<file path="config.mk">
export PLATFORM = sky130hd
export DESIGN_NAME = zmtpg_top
export DESIGN_NICKNAME = d
export VERILOG_FILES = /design/src/rtl/zmtpg_pkg.sv /design/src/rtl/zmtpg_top.sv
export SDC_FILE = /design/constraint.sdc
export NUM_CORES = 1
export LEC_CHECK = 0
export ABC_AREA = 1
export BUFFER_PORTS_ARGS = -buffer_cell sky130_fd_sc_hd__buf_4
export CORE_UTILIZATION = 30
export DETAILED_ROUTE_END_ITERATION = 16
export PLACE_DENSITY = 0.5
export SYNTH_ARGS = -nofsm -noshare
export SYNTH_HDL_FRONTEND = slang
export SYNTH_SLANG_ARGS = --single-unit
</file>
<file path="constraint.sdc">
create_clock -name clock_i -period 1.7 [get_ports clock_i]
set_input_delay 0 -clock clock_i [delete_from_list [all_inputs] [get_ports clock_i]]
set_output_delay 0 -clock clock_i [all_outputs]
set_load 0.01 [all_outputs]
</file>
<file path="src/rtl/zmtpg_pkg.sv">
// Constants, zone codes and carrier types of the zone monitor and test pulse gate
package zmtpg_pkg;

  // Clock rate and time bases
  localparam int unsigned CLK_HZ      = 40_000_000;
  localparam int unsigned TICK_US     = 1000;
  localparam int unsigned TICK_CYC    = CLK_HZ / 1_000_000 * TICK_US;
  localparam int unsigned PULSE_US    = 1000;
  localparam int unsigned PULSE_CYC   = CLK_HZ / 1_000_000 * PULSE_US;

  // Millisecond timer width
  localparam int unsigned MS_W        = 16;
  localparam logic [15:0] MS_MAX      = 16'hffff;

  // Indicator and zone timing, in milliseconds
  localparam logic [15:0] PWR_YEL_MS   = 16'h1388;
  localparam logic [15:0] REENT_YEL_MS = 16'h0bb8;
  localparam logic [15:0] OFF_DWELL_MS = 16'h07d0;
  localparam logic [15:0] CLOSE_YEL_MS = 16'h07d0;
  localparam logic [15:0] BLOCK_MS     = 16'h07d0;
  localparam logic [15:0] ADJ_MS       = 16'h1388;
  localparam logic [15:0] RELEASE_MS   = 16'h07d0;

  // Output timing, in milliseconds
  localparam logic [15:0] ENABLE_MS    = 16'h0064;
  localparam logic [15:0] AVAIL_MS     = 16'h0028;
  localparam logic [15:0] STUCK_MS     = 16'h0064;

  // Forward delay stages and flash rates
  localparam int unsigned FWD_STAGES   = 2;
  localparam int unsigned FLASH_W      = 10;
  localparam int unsigned SLOW_BIT     = 9;
  localparam int unsigned FAST_BIT     = 7;
  localparam int unsigned FLICK_BIT    = 5;

  // Actuator position from the sensing front end
  typedef enum logic [1:0] {
    ZMTPG_Z_NONE  = 2'b00,
    ZMTPG_Z_OFF   = 2'b01,
    ZMTPG_Z_EN    = 2'b10,
    ZMTPG_Z_CLOSE = 2'b11
  } zmtpg_zone_t;

  // Supply monitor flags
  typedef struct packed {
    logic under;
    logic over;
  } zmtpg_supply_t;

  // Indicator drive
  typedef struct packed {
    logic yellow;
    logic green;
  } zmtpg_led_t;

endpackage

</file>
<file path="src/rtl/zmtpg_top.sv">
// Zone monitor: gates the pulsed test signal to the safety output, drives the indicators
`timescale 1ns/100ps
module zmtpg_top
#(
  parameter int unsigned TICK_CYC   = zmtpg_pkg::TICK_CYC,
  parameter int unsigned PULSE_CYC  = zmtpg_pkg::PULSE_CYC,
  parameter int unsigned FWD_STAGES = zmtpg_pkg::FWD_STAGES
)
(
  // Clock and reset
  input  wire logic                 clock_i,
  input  wire logic                 rst_n_i,
  // Sensing front end
  input  wire zmtpg_pkg::zmtpg_zone_t   zone_i,
  input  wire logic                 fault_i,
  input  wire logic                 cross_i,
  input  wire zmtpg_pkg::zmtpg_supply_t supply_i,
  // Test pulse link
  input  wire logic                 test_pulse_input_i,
  output logic                      safety_o,
  // Status
  output zmtpg_pkg::zmtpg_led_t     led_o,
  output logic                      adjust_o,
  output logic                      blocked_o
);
  import zmtpg_pkg::*;

  localparam int unsigned PRE_W = $clog2(TICK_CYC + 1);
  localparam int unsigned LO_W  = $clog2(PULSE_CYC + 2);

  // Forward delay must stay below 2 ms and the line needs two stages
  if (FWD_STAGES < 2 || TICK_CYC < 2 || PULSE_CYC < 2
      || (FWD_STAGES + 1) * 1_000_000 / CLK_HZ >= 2000)
  begin : g_bad_param
    $error("zmtpg_top: parameter out of range");
  end

  // Flash taps must sit inside the flash counter
  if (SLOW_BIT >= FLASH_W || FAST_BIT >= FLASH_W || FLICK_BIT >= FLASH_W)
  begin : g_bad_flash
    $error("zmtpg_top: flash tap outside counter");
  end

  // Timer state
  logic [PRE_W-1:0]   pre_q, pre_d;
  logic [MS_W-1:0]    zone_ms_q, zone_ms_d;
  logic [FLASH_W-1:0] flash_q, flash_d;
  logic [MS_W-1:0]    hi_ms_q, hi_ms_d;
  logic [LO_W-1:0]    lo_cyc_q, lo_cyc_d;
  logic [MS_W-1:0]    act_ms_q, act_ms_d;
  zmtpg_zone_t        zone_q, zone_d;
  logic               tick;
  logic               zone_chg;
  logic               inactive;
  logic               stuck;

  // Zone latch state
  logic               pwr_q, pwr_d;
  logic               block_q, block_d;
  logic               adjust_q, adjust_d;
  logic [MS_W-1:0]    ydly_q, ydly_d;
  logic               yhold_q, yhold_d;
  logic               off_now;
  logic               off_prev;

  // Output state
  logic [FWD_STAGES-1:0] pipe_q, pipe_d;
  logic               safety_q, safety_d;
  zmtpg_led_t         led_q, led_d;
  logic               err;
  logic               fwd_ok;

  // Timers; everything slow is counted in 1 ms ticks
  always_comb
  begin
    tick      = (pre_q == PRE_W'(TICK_CYC - 1));
    zone_chg  = (zone_i != zone_q);
    pre_d     = tick ? '0 : pre_q + 1'b1;
    zone_d    = zone_i;
    // A zone change restarts the dwell timer
    if (zone_chg)
      zone_ms_d = '0;
    else if (tick && zone_ms_q != MS_MAX)
      zone_ms_d = zone_ms_q + 1'b1;
    else
      zone_ms_d = zone_ms_q;
    flash_d   = tick ? flash_q + 1'b1 : flash_q;
    // High time of the test input; a long high is a stuck input
    if (!test_pulse_input_i)
      hi_ms_d = '0;
    else if (tick && hi_ms_q != MS_MAX)
      hi_ms_d = hi_ms_q + 1'b1;
    else
      hi_ms_d = hi_ms_q;
    // Low time in cycles; longer than a test pulse means no clock at all
    if (test_pulse_input_i)
      lo_cyc_d = '0;
    else if (lo_cyc_q != LO_W'(PULSE_CYC + 1))
      lo_cyc_d = lo_cyc_q + 1'b1;
    else
      lo_cyc_d = lo_cyc_q;
    inactive  = (lo_cyc_q > LO_W'(PULSE_CYC));
    stuck     = (hi_ms_q > STUCK_MS);
    // Time since the test input became active
    if (inactive || stuck)
      act_ms_d = '0;
    else if (tick && act_ms_q != MS_MAX)
      act_ms_d = act_ms_q + 1'b1;
    else
      act_ms_d = act_ms_q;
  end

  always_ff @(posedge clock_i)
  begin
    if (!rst_n_i)
    begin
      pre_q     <= '0;
      zone_q    <= ZMTPG_Z_NONE;
      zone_ms_q <= '0;
      flash_q   <= '0;
      hi_ms_q   <= '0;
      lo_cyc_q  <= '0;
      act_ms_q  <= '0;
    end
    else
    begin
      pre_q     <= pre_d;
      zone_q    <= zone_d;
      zone_ms_q <= zone_ms_d;
      flash_q   <= flash_d;
      hi_ms_q   <= hi_ms_d;
      lo_cyc_q  <= lo_cyc_d;
      act_ms_q  <= act_ms_d;
    end
  end

  // Zone handling: power-on flag, block and adjust latches, yellow delay and hold
  always_comb
  begin
    // Zone code taken fresh every cycle
    off_now  = (zone_i == ZMTPG_Z_NONE) || (zone_i == ZMTPG_Z_OFF);
    off_prev = (zone_q == ZMTPG_Z_NONE) || (zone_q == ZMTPG_Z_OFF);
    pwr_d    = pwr_q;
    block_d  = block_q;
    adjust_d = adjust_q;
    ydly_d   = ydly_q;
    yhold_d  = yhold_q;

    // Only a first entry from none into the enable zone before the first tick counts as power-on entry
    if (zone_chg && !(zone_q == ZMTPG_Z_NONE && zone_i == ZMTPG_Z_EN
                      && zone_ms_q == '0))
      pwr_d = 1'b0;

    // Close-range dwell latches block, then adjustment mode
    if (zone_i == ZMTPG_Z_CLOSE && !zone_chg)
    begin
      if (zone_ms_q > BLOCK_MS)
        block_d = 1'b1;
      if (zone_ms_q > ADJ_MS)
        adjust_d = 1'b1;
    end
    // Long de-actuation unlocks; power cycle unlocks through reset
    if (off_now && !zone_chg && zone_ms_q > RELEASE_MS)
    begin
      block_d  = 1'b0;
      adjust_d = 1'b0;
    end

    // Yellow delay chosen at the moment of entry into the enable zone
    if (zone_chg && zone_i == ZMTPG_Z_EN)
    begin
      // Fresh flag: a late first entry from none is a re-entry, not power-up
      if (pwr_d)
        ydly_d = PWR_YEL_MS;
      else if (off_prev && zone_ms_q >= OFF_DWELL_MS)
        ydly_d = REENT_YEL_MS;
      else
        ydly_d = '0;
    end
    // Remember whether yellow was lit when the close range was entered
    if (zone_chg && zone_i == ZMTPG_Z_CLOSE)
      yhold_d = led_q.yellow;
  end

  always_ff @(posedge clock_i)
  begin
    if (!rst_n_i)
    begin
      pwr_q    <= 1'b1;
      block_q  <= 1'b0;
      adjust_q <= 1'b0;
      ydly_q   <= '0;
      yhold_q  <= 1'b0;
    end
    else
    begin
      pwr_q    <= pwr_d;
      block_q  <= block_d;
      adjust_q <= adjust_d;
      ydly_q   <= ydly_d;
      yhold_q  <= yhold_d;
    end
  end

  // Output gate and indicators read the live zone_i as well as registered zone state
  always_comb
  begin
    err = fault_i || cross_i || stuck;

    // Yellow indicator
    if (err)
      led_d.yellow = flash_q[FLICK_BIT];
    else if (adjust_q)
      led_d.yellow = (zone_i == ZMTPG_Z_CLOSE || zone_i == ZMTPG_Z_NONE)
                     ? flash_q[SLOW_BIT] : 1'b0;
    else
    begin
      case (zone_i)
        ZMTPG_Z_EN:
          led_d.yellow = !zone_chg && !block_q && zone_ms_q >= ydly_q;
        ZMTPG_Z_CLOSE:
          led_d.yellow = zone_chg ? led_q.yellow
                         : (yhold_q && zone_ms_q < CLOSE_YEL_MS);
        default:
          led_d.yellow = 1'b0;
      endcase
    end

    // Green indicator
    if (err)
      led_d.green = 1'b0;
    else if (supply_i.under)
      led_d.green = flash_q[SLOW_BIT];
    else if (supply_i.over)
      led_d.green = flash_q[FAST_BIT];
    else
      led_d.green = 1'b1;

    // Output gate; indicator timing never enters it
    fwd_ok = (zone_i == ZMTPG_Z_EN) && !zone_chg && zone_ms_q >= ENABLE_MS
             && !fault_i && !block_q && !adjust_q
             && !inactive && !stuck && act_ms_q >= AVAIL_MS;
    // Short shift line is the forward delay, a few cycles only
    pipe_d = {pipe_q[FWD_STAGES-2:0], fwd_ok & test_pulse_input_i};

    // A cross-circuit outranks the safe state so the controller sees it
    if (cross_i)
      safety_d = 1'b1;
    else if (zone_i != ZMTPG_Z_EN || adjust_q)
      safety_d = 1'b0;
    else
      safety_d = pipe_q[FWD_STAGES-1];
  end

  always_ff @(posedge clock_i)
  begin
    if (!rst_n_i)
    begin
      pipe_q   <= '0;
      safety_q <= 1'b0;
      led_q    <= '0;
    end
    else
    begin
      pipe_q   <= pipe_d;
      safety_q <= safety_d;
      led_q    <= led_d;
    end
  end

  assign safety_o  = safety_q;
  assign led_o     = led_q;
  assign adjust_o  = adjust_q;
  assign blocked_o = block_q;

endmodule

</file>
# Word level (Yosys, flattened, before mapping)
# Index checks and enable logic that the tools add are counted.
# totals
ff_bits	117
latch_bits	0
ram_bits	0
mem_bits_ro	0
in_bits	9
out_inout_bits	5
word_cells	106
memories	0
# op_classes
addsub	6
multipliers	0
div_mod_pow	0
order_cmp	9
n_eq_ne	12
shift	0
mux	12
bitwise	2
n_reduce_logical	49
# op_table
cell	count
16-bit by 1-bit adder with 16-bit output, second input constant	5
16-bit inequality test, second input constant	4
1-bit logical AND	23
16-bit == test, second input constant	1
16-bit by 11-bit >= comparator with 1-bit output, second input constant	1
16-bit >= comparator	1
16-bit by 6-bit >= comparator with 1-bit output, second input constant	1
16-bit by 7-bit >= comparator with 1-bit output, second input constant	1
16-bit by 11-bit > comparator with 1-bit output, second input constant	1
16-bit by 13-bit > comparator with 1-bit output, second input constant	1
16-bit > comparator, second input constant	1
16-bit by 7-bit > comparator with 1-bit output, second input constant	1
16-bit zero test	1
16-bit by 11-bit < comparator with 1-bit output, second input constant	1
13-bit two-way mux	1
12-bit two-way mux	1
2-bit OR reduction	6
10-bit by 1-bit adder with 10-bit output, second input constant	1
1-bit two-way mux	9
1-bit zero test	7
1-bit logical OR	7
2-bit AND reduction	3
2-bit by 1-bit == test with 1-bit output, second input constant	2
2-bit == test, second input constant	2
7 further kinds	8

# Longest topological paths before layout
# depth
depth_word	11
mapped_depth	14
ltp_nobuf	14

# Worst setup path after synthesis
# Ideal clock, no wire load.
# synth_timing
kind	reg2reg
from	reg pre_q[0]
to	reg act_ms_q[6]
setup_time_ns	0.119
arrival_ns	1.605
t_required_ns	1.581
path_slack_ns	-0.024
stages_incl_launch_ff	12
path_buffers	1
synth_period_minus_slack_ns	1.724
path_cell_list	dfxtp_1 > ha_1 > nand3_2 > nor2_2 > nand2_2 > nor2_4 > buf_6 > nand3_2 > nor3_4 > inv_1 > o21ai_0 > a21oi_1
# synth_between
elab_chain_len	2
# synth_lines
element	line_no	source
start: declaration	zmtpg_top.sv:45	logic [PRE_W-1:0] pre_q, pre_d;
start signal: assignment	zmtpg_top.sv:127	pre_q <= pre_d;
16-bit == test	zmtpg_top.sv:76	tick = (pre_q == PRE_W'(TICK_CYC - 1));
1-bit logical AND	zmtpg_top.sv:107	else if (tick && act_ms_q != MS_MAX)
end signal: assignment	zmtpg_top.sv:133	act_ms_q <= act_ms_d;
end: declaration	zmtpg_top.sv:50	logic [MS_W-1:0] act_ms_q, act_ms_d;
# No other way between the ends.
# A chain may end at the register's enable or synchronous reset.

# Worst setup path in the final report
# layout_timing
from	reg pre_q[0]
to	reg flash_q[8]
# layout_between
elab_chain_len	1
# layout_lines
element	line_no	source
16-bit == test	zmtpg_top.sv:76	
end signal: assignment	zmtpg_top.sv:130	flash_q <= flash_d;
end: declaration	zmtpg_top.sv:47	logic [FLASH_W-1:0] flash_q, flash_d;
# No other way between the ends.

==> run metrics <==
status finished with violations; failing checks setup timing; Clock Path Buffers 2; antenna cells 0; Top delay family on crit path simple AND/OR/NAND/NOR gates; Max-cap violations 0; EDFF count, synth 0; slew margin rel. 0.700; post-synth top area share 0.355; vias in the first global route 5600; CTS buffer count 9; clk_lat worst skew about 360 ps; H-tree depth 3; Die Height about 140 um; Mapped Nets 885; Clk pin slew, worst setup/hold paths 80 ps; routed len/inst between 10 and 15 um; area leader, netlist dfxtp_1; Max IR drop VDD about 0.32 mV; synth warn 0; pin count of the biggest net entering global routing 19; Worst EP arrival ~2000 ps; first-pass GRT wire length ~26000 um; Req. time, crit path 1960 ps; top_reg_cell synth dfxtp_1; Via density 4.54; dpl cells approximately 1200; met1 wire length 7910 um; RD Place Congestion roughly 0.82; pwr dens about 600 mW/mm^2; minimum clock period 1740 ps; I/O pin cnt 14; P_leak between 3 and 4 nW; # DRC 0; pre-CTS setup slack -187 ps; Mean Syn Cell Area 6.87 um^2; power after layout roughly 0.0048 W; die span in x about 140 um; CTS tree built; total number of vias ~5800; Cell variety after synth 43; filler cell count 2002; final hold vios 0; final clock skew 16.0 ps; setup ws final -40.3 ps; RSZ-0062 raised after global routing true; CP endpoint kind register; worst-path maximum fanout 5; initial antenna violation count 0; Tot GR Track Use 0.162; R2R Setup Slk -40 ps; highest metal used met4; detailed router's first-iteration violation count 240; # rows 50; Critical Path Start Type register; crit share post-route 1.02; Finished Layout Cells 1284; max-slew violation count 0; port bufs 13; grt total ovfl 0; Hold WS 67.4 ps; Root Driver clkbuf_16; Synth-to-Final Area Change 40.1%; Final ANT Viol Nets 0; synth top area cells dfxtp_1, nand2_1, inv_1; final setup fails 8; HPWL Detailed ~11000 um; Mapped Area between 0.005 and 0.006 mm^2; Final Util 0.433; layout cells sized above 1 0.299; Slew @ Worst Pin approximately 450 ps; Routed WL approximately 15000 um; CP Class reg2reg; fin nets about 1100; Yosys reg bits around 100; CP Cell Sequence ha_4 -> nand3_4 -> nor2_4 -> nand2_2 -> nor2_4 -> buf_6 -> buf_6 -> nand3_4 -> nor3_2 -> a21oi_1 -> o21a_1; metal3 WL around 330 um; Cells after Synth about 850; die area a little over 0.02 mm^2; Max Clock Freq between 500 and 600 MHz; Min-Delay Path Class in2reg; Buf+Inv Stages, Crit Path 2; Max stage delay cell, worst path dfxtp_2; Post-synth ARST share 0; Starting Density 0.309; max incr delay on CP around 350 ps; clock sink total 104; first-pass iteration count of the detailed router 4; core area 0.0190 mm^2; Met2 Routed Length between 6000 and 7000 um; post-synthesis sequential area ratio 0.355
[cell families (layout without fill, tap and decap cells)]
logic type	Yosys count	after routing	share of synthesized area
adders and majority gates	23	23	0.0491
xor gates and xnor gates	31	31	0.0463
DFF	104	104	0.355
and+or+nand+nor	412	412	0.325
buffers and inverters	145	316	0.0979
AOI/OAI and AO/OA	138	138	0.127
[registers in the layout, indices dropped and copies added, names as in the netlist]
signal	cells
led_o	2
adjust_o	1
pipe_q	2
hi_ms_q	16
safety_o	1
ydly_q	3
lo_cyc_q	16
zone_ms_q	16
blocked_o	1
zone_q	2
yhold_q	1
pwr_q	1
act_ms_q	16
flash_q	10
pre_q	16
[synth_stat cells, types with 2 or more instances]
| master | instances |
|---|---|
| o21a_1 | 3 |
| nand2_1 | 177 |
| a31oi_1 | 7 |
| dfxtp_1 | 104 |
| and3_1 | 2 |
| nand3_1 | 43 |
| xnor2_1 | 10 |
| o21ai_0 | 34 |
| nor4_1 | 16 |
| buf_4 | 2 |
| buf_2 | 5 |
| inv_2 | 2 |
| a21oi_1 | 80 |
| nor2_2 | 6 |
| nor2_1 | 87 |
| nor3_1 | 32 |
| ha_1 | 23 |
| clkbuf_1 | 5 |
| or2_2 | 4 |
| a211oi_1 | 2 |
| and2_1 | 2 |
| buf_6 | 2 |
| nand2_2 | 3 |
| nor3_2 | 5 |
| nand4_1 | 23 |
| o21ai_1 | 5 |
| inv_1 | 128 |
| nand3_2 | 6 |
| xor2_1 | 21 |
[tightest hold or removal path, cell delays in order]
cell	delay, ps
buf_4	130
buf_4	190
nand2_1	70
[metrics by stage]
stage	TNS, ps	cell area (um^2)
2_1_floorplan	0	5890
3_3_place_gp	-4090	7170
3_5_place_dp	-5530	7170
4_1_cts	-1030	7900
5_1_grt	-6380	8220
6_report	-180	8220
[final cells by class]
type / instances / area [um^2] / share of cell area
multi-input combinational: 604 / 3640 / 0.443
sequential: 104 / 2110 / 0.256
timing repair buffer: 170 / 1360 / 0.165
inverter: 130 / 500 / 0.0609
tap: 260 / 325 / 0.0396
clock buffer: 10 / 239 / 0.0291
clock inverter: 6 / 48.8 / 0.00594
[routing by layer]
layer	vias up	global-route usage
met2	50	0.265
met4	0	0.0441
met1	2624	0.220
li1	3132	-
met5	-	0
met3	18	0.0277
[timing repair]
action	4_1_cts	5_1_grt
setup buffers	18	8
setup endpoints to repair	65	85
pin swaps	30	26
gates resized for setup	62	69
hold buffers	6	0
cloned	2	0
hold endpoints to repair	5	0
[path summary, 6_finish.rpt]
kind / cells past startpoint / startpoint / endpoint
setup / recovery: 11 / pre_q[0]$_SDFF_PP0_ / flash_q[8]$_SDFFE_PN0P_
hold / removal: 3 / rst_n_i / pwr_q$_SDFF_PN1_
setup reg to reg: 11 / pre_q[0]$_SDFF_PP0_ / flash_q[8]$_SDFFE_PN0P_
hold reg to reg: 2 / pipe_q[0]$_SDFF_PN0_ / pipe_q[1]$_SDFF_PN0_
[where the power goes]
part	switching, W	total (W)	internal, W
logic	0.000147	0.000262	0.000114
registers	0.0000144	0.00247	0.00245
clock network	0.00101	0.00207	0.00105
[placed cells by master (no fill, tap or decap), types with 11 or more instances in the layout]
cell | netlist | final
buf_4 | 2 | 156
inv_1 | 128 | 117
ha_1 | 23 | 15
nor2_1 | 87 | 78
nor3_1 | 32 | 21
nand4_1 | 23 | 23
xor2_1 | 21 | 21
nand2_1 | 177 | 169
dfxtp_1 | 104 | 85
o21ai_0 | 34 | 26
dfxtp_2 | 0 | 19
nand3_1 | 43 | 36
nor2_2 | 6 | 11
a21oi_1 | 80 | 74
nor3_2 | 5 | 11
Note: power is estimated with default switching activity, not from simulation.
